## config.mk

```make
export PLATFORM = sky130hd
export DESIGN_NAME = mc_misc_config
export DESIGN_NICKNAME = d
export VERILOG_FILES = /design/src/shared/mc_pkg.sv /design/src/logic/mc_link_guard.sv /design/src/logic/mc_misc_config.sv
export SDC_FILE = /design/constraint.sdc
export NUM_CORES = 1
export LEC_CHECK = 0
export BUFFER_PORTS_ARGS = -buffer_cell sky130_fd_sc_hd__buf_2
export CAP_MARGIN = 10
export CORE_AREA = 2 2 100 102
export DETAILED_ROUTE_END_ITERATION = 16
export DIE_AREA = 0 0 102 104
export PLACE_DENSITY_LB_ADDON = 0.1
export SLEW_MARGIN = 20
export SYNTH_ARGS = -nofsm -noshare
export SYNTH_HDL_FRONTEND = slang
export SYNTH_HIERARCHICAL = 1
export SYNTH_SLANG_ARGS = --single-unit
```

## constraint.sdc

```tcl
create_clock -name clk_i -period 1.3 [get_ports clk_i]
set_clock_uncertainty 0.15 [all_clocks]
set_input_delay 0.065 -clock clk_i [delete_from_list [all_inputs] [get_ports clk_i]]
set_output_delay 0.065 -clock clk_i [all_outputs]
set_load 0.02 [all_outputs]
```

## src/shared/mc_pkg.sv

```systemverilog
// Constants and state types for the miscellaneous bus configuration register
// What this block does
// - Bits 31..16 read zero, writes ignored
// - Bit 15 drives cold-state PME support flag
// - Bits 14..11 read zero, writes ignored
// - Bit 10 decouples PME from master gate
// - Bit 10 mirrored into vendor register bit
// - Field 9..8 picks long read command
// - Short reads always use plain memory read
// - EEPROM word loads read command field
// - Bits 7..5 read zero, writes ignored
// - Bit 4 swaps target abort for data
// - Stopped link clock: abort or FFh data
// - Bit 3 routes pins to EEPROM bus
// - Bit 2 bypasses link clock gating
// - Bit 1 bypasses bus clock gating
// - Bit 0 keeps bus clock via clock-run
// - Fields cleared only by global reset
package mc_pkg;

  // ----------------------------------------------------------------
  // Register map
  // ----------------------------------------------------------------
  localparam logic [7:0] MC_CFG_OFFSET = 8'hf0;
  localparam logic [7:0] MC_PM_CAP_OFFSET = 8'h46;
  localparam logic [7:0] MC_VENDOR_OFFSET = 8'h40;
  localparam logic [15:0] MC_CFG_RESET = 16'h0000;
  localparam logic [15:0] MC_CFG_WMASK = 16'h871f;
  localparam logic [15:0] MC_UPPER_ZERO = 16'h0000;

  // ----------------------------------------------------------------
  // Field positions
  // ----------------------------------------------------------------
  localparam int MC_BIT_PME_COLD = 15;
  localparam int MC_BIT_PME_IGNORE = 10;
  localparam int MC_BIT_MRD_HI = 9;
  localparam int MC_BIT_MRD_LO = 8;
  localparam int MC_BIT_NO_ABORT = 4;
  localparam int MC_BIT_GP_EEPROM = 3;
  localparam int MC_BIT_LINK_BYPASS = 2;
  localparam int MC_BIT_BUS_BYPASS = 1;
  localparam int MC_BIT_KEEP_CLK = 0;
  localparam int MC_VENDOR_PME_BIT = 26;
  localparam int MC_PM_CAP_COLD_BIT = 15;

  // ----------------------------------------------------------------
  // Master read commands and field codes
  // ----------------------------------------------------------------
  localparam logic [1:0] MC_SEL_LINE = 2'h0;
  localparam logic [1:0] MC_SEL_READ = 2'h1;
  localparam logic [1:0] MC_SEL_MULT = 2'h2;
  localparam logic [3:0] MC_CMD_MEM_READ = 4'h6;
  localparam logic [3:0] MC_CMD_READ_LINE = 4'he;
  localparam logic [3:0] MC_CMD_READ_MULT = 4'hc;
  localparam logic [7:0] MC_SHORT_PHASES = 8'h02;

  // ----------------------------------------------------------------
  // Link access answers
  // ----------------------------------------------------------------
  localparam logic [7:0] MC_FILL_BYTE = 8'hff;
  localparam logic [31:0] MC_FILL_WORD = {4{MC_FILL_BYTE}};

  // ----------------------------------------------------------------
  // State of the register block
  // ----------------------------------------------------------------
  typedef struct packed {
    logic [15:0] cfg;
    logic ack;
    logic [31:0] rdata;
    logic pme;
    logic mrd_valid;
    logic [3:0] mrd_cmd;
    logic scl;
    logic sda;
    logic gp3_out;
    logic gp3_oe_n;
    logic gp2_out;
    logic gp2_oe_n;
    logic link_clk_en;
    logic bus_clk_en;
    logic mf6_out;
    logic mf6_oe_n;
    logic clk_stop_ok;
    logic pme_cold;
    logic vendor_pme;
  } mc_state_s;

  // State of the link access guard
  typedef struct packed {
    logic valid;
    logic abort;
    logic [31:0] data;
  } mc_guard_s;

endpackage
```

## src/logic/mc_link_guard.sv

```systemverilog
// Answers bus accesses to link registers, covering a stopped link clock
`timescale 1ns/10ps
module mc_link_guard import mc_pkg::*; (
  // Clock and reset
  input wire logic clk_i,
  input wire logic reset_n_i,
  // Mode from the configuration register
  input wire logic suppress_target_abort_i,
  // Access from the bus side
  input wire logic link_req_i,
  input wire logic link_clock_running_i,
  // Answer from the link core
  input wire logic link_core_ack_i,
  input wire logic [31:0] link_core_rdata_i,
  // Answer to the bus side
  output logic resp_valid_o,
  output logic resp_abort_o,
  output logic [31:0] resp_data_o
);

  mc_guard_s st;
  mc_guard_s next_st;

  // Stopped clock answers locally; running clock passes the core's answer
  always_comb begin
    next_st = st;
    next_st.valid = 1'b0;
    next_st.abort = 1'b0;
    if (link_req_i && !link_clock_running_i) begin
      next_st.valid = 1'b1;
      next_st.abort = !suppress_target_abort_i;
      next_st.data = suppress_target_abort_i ? MC_FILL_WORD : '0;
    end else if (link_core_ack_i) begin
      next_st.valid = 1'b1;
      next_st.data = link_core_rdata_i;
    end
  end

  // State register
  always_ff @(posedge clk_i or negedge reset_n_i) begin
    if (!reset_n_i) begin
      st <= '0;
    end else begin
      st <= next_st;
    end
  end

  assign resp_valid_o = st.valid;
  assign resp_abort_o = st.abort;
  assign resp_data_o = st.data;
endmodule // mc_link_guard

```

## src/logic/mc_misc_config.sv

```systemverilog
// Miscellaneous bus configuration register and the logic it steers
`timescale 1ns/10ps
module mc_misc_config import mc_pkg::*; (
  // Clock and resets; reset_n_i is the global reset
  input wire logic clk_i,
  input wire logic reset_n_i,
  input wire logic bus_reset_i,

  // Configuration space access
  input wire logic cfg_req_i,
  input wire logic cfg_wr_i,
  input wire logic [7:0] cfg_addr_i,
  input wire logic [3:0] cfg_be_i,
  input wire logic [31:0] cfg_wdata_i,
  output logic cfg_ack_o,
  output logic [31:0] cfg_rdata_o,

  // Serial EEPROM loader
  input wire logic eeprom_load_i,
  input wire logic [1:0] eeprom_word12_i,

  // Mirrors into other registers
  output logic pme_from_cold_support_o,
  output logic vendor_pme_ignore_o,

  // Power management event
  input wire logic [31:0] irq_event_i,
  input wire logic [31:0] irq_mask_i,
  input wire logic master_interrupt_gate_i,
  output logic pme_request_o,

  // Bus master reads
  input wire logic mrd_req_i,
  input wire logic [7:0] mrd_phases_i,
  output logic mrd_valid_o,
  output logic [3:0] mrd_cmd_o,

  // Link register access
  input wire logic link_req_i,
  input wire logic link_clock_running_i,
  input wire logic link_core_ack_i,
  input wire logic [31:0] link_core_rdata_i,
  output logic link_resp_valid_o,
  output logic link_resp_abort_o,
  output logic [31:0] link_resp_data_o,
  // General-purpose pins and serial EEPROM bus
  input wire logic gp_pin_three_i,
  input wire logic gp_pin_two_i,
  input wire logic gpio_three_out_i,
  input wire logic gpio_three_drive_i,
  input wire logic gpio_two_out_i,
  input wire logic gpio_two_drive_i,
  output logic gp_pin_three_o,
  output logic gp_pin_three_oe_n_o,
  output logic gp_pin_two_o,
  output logic gp_pin_two_oe_n_o,
  output logic eeprom_scl_o,
  output logic eeprom_sda_o,
  // Clock gating
  input wire logic link_gate_request_i,
  input wire logic bus_gate_request_i,
  output logic link_clock_enable_o,
  output logic bus_clock_enable_o,
  // Clock-run on multifunction pin six
  input wire logic multifunction_pin_six_i,
  output logic multifunction_pin_six_o,
  output logic multifunction_pin_six_oe_n_o,
  output logic bus_clock_stop_ok_o
);

  // ----------------------------------------------------------------
  // State
  // ----------------------------------------------------------------
  mc_state_s st;
  mc_state_s next_st;

  logic hit;
  logic [15:0] byte_mask;
  logic [15:0] wr_mask;
  logic irq_pending;
  logic [1:0] sel;

  // Decode of the access and byte lanes
  assign hit = cfg_req_i && (cfg_addr_i == MC_CFG_OFFSET);
  assign byte_mask = {{8{cfg_be_i[1]}}, {8{cfg_be_i[0]}}};
  assign wr_mask = byte_mask & MC_CFG_WMASK;
  assign irq_pending = |(irq_event_i & irq_mask_i);
  assign sel = st.cfg[MC_BIT_MRD_HI:MC_BIT_MRD_LO];

  // ----------------------------------------------------------------
  // Next state
  // ----------------------------------------------------------------
  always_comb begin
    next_st = st;
    // Register access; bus reset leaves the fields alone since they are sticky
    next_st.ack = hit;
    if (hit) begin
      next_st.rdata = {MC_UPPER_ZERO, st.cfg & MC_CFG_WMASK};
      if (cfg_wr_i) begin
        next_st.cfg = (st.cfg & ~wr_mask)
          | (cfg_wdata_i[15:0] & wr_mask);
      end
    end
    if (bus_reset_i) begin
      next_st.ack = 1'b0;
    end
    // EEPROM load lands after any write in the same cycle
    if (eeprom_load_i) begin
      next_st.cfg[MC_BIT_MRD_HI:MC_BIT_MRD_LO] = eeprom_word12_i;
    end

    // Mirrors into capability and vendor registers
    next_st.pme_cold = st.cfg[MC_BIT_PME_COLD];
    next_st.vendor_pme = st.cfg[MC_BIT_PME_IGNORE];

    // Master gate only matters while the decouple bit is clear
    next_st.pme = irq_pending
      && (master_interrupt_gate_i || st.cfg[MC_BIT_PME_IGNORE]);

    // Read command choice
    next_st.mrd_valid = mrd_req_i;
    if (mrd_req_i) begin
      if (mrd_phases_i <= MC_SHORT_PHASES) begin
        next_st.mrd_cmd = MC_CMD_MEM_READ;
      end else if (sel == MC_SEL_READ) begin
        next_st.mrd_cmd = MC_CMD_MEM_READ;
      end else if (sel == MC_SEL_MULT) begin
        next_st.mrd_cmd = MC_CMD_READ_MULT;
      end else begin
        next_st.mrd_cmd = MC_CMD_READ_LINE;
      end
    end

    // Pins float and feed the EEPROM bus when routed; idle bus reads high
    if (st.cfg[MC_BIT_GP_EEPROM]) begin
      next_st.gp3_oe_n = 1'b1;
      next_st.gp2_oe_n = 1'b1;
      next_st.gp3_out = 1'b0;
      next_st.gp2_out = 1'b0;
      next_st.scl = gp_pin_three_i;
      next_st.sda = gp_pin_two_i;
    end else begin
      next_st.gp3_oe_n = !gpio_three_drive_i;
      next_st.gp2_oe_n = !gpio_two_drive_i;
      next_st.gp3_out = gpio_three_out_i;
      next_st.gp2_out = gpio_two_out_i;
      next_st.scl = 1'b1;
      next_st.sda = 1'b1;
    end

    // Clock gate enables; bypass is a test feature only
    next_st.link_clk_en = st.cfg[MC_BIT_LINK_BYPASS] || link_gate_request_i;
    next_st.bus_clk_en = st.cfg[MC_BIT_BUS_BYPASS] || bus_gate_request_i;

    // Clock-run: pull the pin low to keep the clock when asked to stop
    next_st.mf6_out = 1'b0;
    next_st.mf6_oe_n = !(st.cfg[MC_BIT_KEEP_CLK] && multifunction_pin_six_i);
    next_st.clk_stop_ok = !st.cfg[MC_BIT_KEEP_CLK] && multifunction_pin_six_i;
  end

  // ----------------------------------------------------------------
  // Registers, cleared only by the global reset
  // ----------------------------------------------------------------
  always_ff @(posedge clk_i or negedge reset_n_i) begin
    if (!reset_n_i) begin
      st <= '0;
      // Pins released and serial bus idle high out of reset
      st.cfg <= MC_CFG_RESET;
      st.scl <= 1'b1;
      st.sda <= 1'b1;
      st.gp3_oe_n <= 1'b1;
      st.gp2_oe_n <= 1'b1;
      st.mf6_oe_n <= 1'b1;
    end else begin
      st <= next_st;
    end
  end

  // ----------------------------------------------------------------
  // Link access guard
  // ----------------------------------------------------------------
  mc_link_guard mc_link_guard_inst (
    .clk_i(clk_i),
    .reset_n_i(reset_n_i),
    .suppress_target_abort_i(st.cfg[MC_BIT_NO_ABORT]),
    .link_req_i(link_req_i),
    .link_clock_running_i(link_clock_running_i),
    .link_core_ack_i(link_core_ack_i),
    .link_core_rdata_i(link_core_rdata_i),
    .resp_valid_o(link_resp_valid_o),
    .resp_abort_o(link_resp_abort_o),
    .resp_data_o(link_resp_data_o)
  );

  // Outputs straight from state flops
  assign cfg_ack_o = st.ack;
  assign cfg_rdata_o = st.rdata;
  assign pme_from_cold_support_o = st.pme_cold;
  assign vendor_pme_ignore_o = st.vendor_pme;
  assign pme_request_o = st.pme;
  assign mrd_valid_o = st.mrd_valid;
  assign mrd_cmd_o = st.mrd_cmd;
  assign gp_pin_three_o = st.gp3_out;
  assign gp_pin_three_oe_n_o = st.gp3_oe_n;
  assign gp_pin_two_o = st.gp2_out;
  assign gp_pin_two_oe_n_o = st.gp2_oe_n;
  assign eeprom_scl_o = st.scl;
  assign eeprom_sda_o = st.sda;
  assign link_clock_enable_o = st.link_clk_en;
  assign bus_clock_enable_o = st.bus_clk_en;
  assign multifunction_pin_six_o = st.mf6_out;
  assign multifunction_pin_six_oe_n_o = st.mf6_oe_n;
  assign bus_clock_stop_ok_o = st.clk_stop_ok;
endmodule // mc_misc_config

```

==> flow_metrics.py <==
metrics = {
    "run_status": {
        "status": "finished, violations left",
        "violations": "negative hold slack",
    },
    "cells_and_area": {
        "finalNonFillerCells": 656,
        "layout.nets": 688,
        "num_antenna_cells": 0,
        "mostFrequentLayoutCells": "buf_2 (204), dfrtp_1 (65), dlygate4sd3_1 (60)",
        "n_fill_cell": 865,
        "syn2layout_area_growth_pct": 56.4,
        "drive_above_1_share_pct": 51.2,
        "final_common_cell": "buf_2",
        "final_cell_area_mm2": 0.00517,
    },
    "route": {
        "route.detailed.drc": 0,
        "avgRoutedWirePerCell_um": 13.4,
        "ant_nets": 0,
        "firstDrtPassIters": 4,
        "route.final.wire_length_mm": 8.80,
        "num_vias": 2887,
        "first_iter_violations": 50,
        "viasPerCell": 4.40,
    },
    "sta": {
        "max_freq_ghz": 0.785,
        "fin_crit_sh_pct": 97.9,
        "drv_slew": 0,
        "fin_crit_ns": 1.27,
        "fin_hold_ws_ns": -0.0971,
        "fin_tns_setup_ns": 0,
        "rsz0062_at_grt": "yes",
        "finalHoldViolCount": 2,
        "setup_viol": 0,
    },
    "yosys": {
        "synth_compound_area_share_pct": 10.6,
        "avgSynthCellArea_um2": 13.0,
        "ys_async_sr_fraction_pct": 100,
        "yosys.area_share.simple_pct": 6.09,
        "yosysWarnings": 6,
        "synth_top_family_by_area": "multiplexers",
        "netlist_instances": 255,
        "seq_area_frac_synth_pct": 53.2,
        "synth.distinct_cells": 34,
        "yosys_register_bits": 70,
        "synth-edff-count": 0,
        "synth_top_cell_by_area": "dfrtp_1",
        "synth_flop_cell": "dfrtp_1",
        "synth-xor-area-share_pct": 0,
        "synthAdderAreaFrac_pct": 0,
        "netlist_area_mm2": 0.00331,
        "yosys-top-cells-area": "dfrtp_1 (49%), mux2i_1 (10%), buf_4 (8.4%)",
        "yosysTopAreaCellShare_pct": 49.2,
        "synthMuxAreaShare_pct": 17.0,
    },
    "critical_path": {
        "cp_max_fo": 5,
        "r2r_end": "mc_link_guard_inst/resp_data_o[14]",
        "path_class": "primary input to flop",
        "required_ns": 1.38,
        "endpoint_kind": "flop",
        "startpoint_type": "primary input",
        "worstPathArrival_ns": 1.35,
        "r2r_cells": 3,
        "r2r_slack_ns": 0.08,
    },
    "global_route": {
        "antenna_found_initial": 0,
        "grt_max_degree": 71,
        "overflow": 0,
        "grt_usage_pct": 16.5,
        "grt_pass1_vias": 3168,
        "grt_pass1_wl_mm": 13.8,
    },
    "clock_tree": {
        "cts_root_buf": "clkbuf_8",
        "clk_latency_ns": 0.35,
        "cts_tree": "built",
        "postCtsSetupBuffers": 0,
        "numCtsBuffers": 9,
        "cts_hold_repair.buffers": 60,
        "clockBufferDepth": 2,
        "cts_max_level": 3,
        "clock_sinks": 70,
        "clk_pin_slew_worst_paths_ns": 0.08,
    },
    "floorplanning": {
        "design.core.area_mm2": 0.00955,
        "io_pins": 256,
        "start_util_pct": 34.6,
        "fp.dieH_um": 104,
        "dieArea_mm2": 0.0106,
        "die_w_um": 102,
        "rows": 36,
    },
    "place": {
        "place_area_mm2": 0.00433,
        "routabilityCongestion": 0.759,
        "hpwl_mm": 6.36,
        "io_buffers": 205,
        "dp_cells": 580,
    },
    "power": {
        "combPwrFrac_pct": 20.9,
        "p_per_area_mw_per_mm2": 1070,
        "clkPwrFrac_pct": 35.9,
        "p_int_mw": 4.00,
        "p_leak_nw": 2.70,
        "max-vdd-ir-drop_uv": 600,
        "netSwitchingFraction_pct": 28.0,
        "p_sw_mw": 1.55,
        "pwr-share-seq_pct": 43.2,
    },
    "job": {
        "cap_violations": 0,
    },
    "worst_hold_path": {
        "worstHoldPathType": "primary input to flop",
        "hp-start": "cfg_addr_i[0]",
        "worstHoldPathCells": 3,
        "holdPathEnd": "cfg_ack_o",
    },
}
[cells by family (layout without fill, tap and decap cells)]
family / Yosys count / after routing
flip-flops: 70 / 70
AND/OR/NAND/NOR: 26 / 26
buffers and inverters: 52 / 296
AO/OA/AOI/OAI: 54 / 54
other: 1 / 25
multiplexers: 52 / 52
[how the worst max path moves through the flow]
stage	to	cells after the start	startpoint	slack [ns]
2_1_floorplan	flop	5	cfg_addr_i[3]	-0.39
3_3_place_gp	sel[0]	5	cfg_addr_i[3]	-0.40
3_5_place_dp	sel[0]	5	cfg_addr_i[3]	-0.41
4_1_cts	pme_request_o	5	irq_mask_i[19]	0.03
5_1_grt	mc_link_guard_inst/resp_data_o[12]	3	flop	-0.006
6_report	flop	6	cfg_addr_i[3]	0.03
[timing repair]
item / in CTS / in global routing
gates resized for setup: 0 / 4
pin swaps: 1 / 0
endpoints found under the setup margin: 1 / 14
hold endpoints to repair: 128 / 2
[synth_stat cells, types with 4 or more instances]
library cell and instances:
mux2i_1 34, mux2_4 5, buf_6 8, nand4_1 4
a22o_1 4, a21oi_1 28, a22oi_1 8, nand2b_1 6
a221oi_1 4, dfstp_2 5, buf_4 37, a21oi_2 4
mux2_2 12, dfrtp_1 65
[layout make-up]
type                            count  area (µm²)  share of cell area, %
Timing Repair Buffer              277        1790                   34.5
Sequential cell                    70        1760                   34.0
Multi-Input combinational cell    157        1220                   23.6
Tap cell                          133         166                   3.22
Clock buffer                        9         124                   2.40
Clock inverter                      7         105                   2.03
Inverter                            3        11.3                  0.218
[power groups by stage]
stage | Combinational [mW] | Sequential, mW | Clock (mW)
CTS | 1.16 | 2.40 | 2.08
global placement | 1.01 | 2.44 | 0
global route | 1.26 | 2.42 | 2.19
floorplan | 0.457 | 2.61 | 0
finish | 1.16 | 2.40 | 1.99
detailed placement | 1.02 | 2.44 | 0
[through the flow]
stage	hold WS [ns]	util (%)	total power, mW	worst slack [ns]
2_1_floorplan	-0.381	-	3.06	-0.393
3_3_place_gp	-0.0260	45.3	3.44	-0.396
3_5_place_dp	-0.0232	45.3	3.46	-0.413
4_1_cts	-0.103	54.0	5.64	0.0251
5_1_grt	-0.103	54.2	5.87	-0.00622
6_report	-0.0971	54.2	5.55	0.0268
[worst max-delay path: stages]
cell and delay, ns:
buf_2 0.10, or3b_4 0.42, nor3_4 0.13, and3_1 0.20
buf_6 0.14, mux2_4 0.30
[routing by layer]
layer  up-vias  GRT usage (%)  part of all wire [%]
li1       1374              -                     -
met1      1346           16.7                    36
met2       150           31.4                    54
met3        17           4.17                   7.7
met4         0           6.67                   2.1
met5         -              0                     0
[flip-flops by register name, summed over array words and instances, names as in the netlist, named ones only]
signal and count:
mrd_valid_o 1, bus_clock_enable_o 1, multifunction_pin_six_oe_n_o 1, link_clock_enable_o 1
cfg_rdata_o 9, mc_link_guard_inst/resp_valid_o 1, eeprom_scl_o 1, gp_pin_three_o 1
gp_pin_two_o 1, gp_pin_two_oe_n_o 1, gp_pin_three_oe_n_o 1, mc_link_guard_inst/resp_data_o 32
eeprom_sda_o 1, mc_link_guard_inst/resp_abort_o 1, cfg_ack_o 1, vendor_pme_ignore_o 1
bus_clock_stop_ok_o 1, mrd_cmd_o 3, pme_request_o 1, pme_from_cold_support_o 1
sel 2
Power figures use the tool's default switching activity.
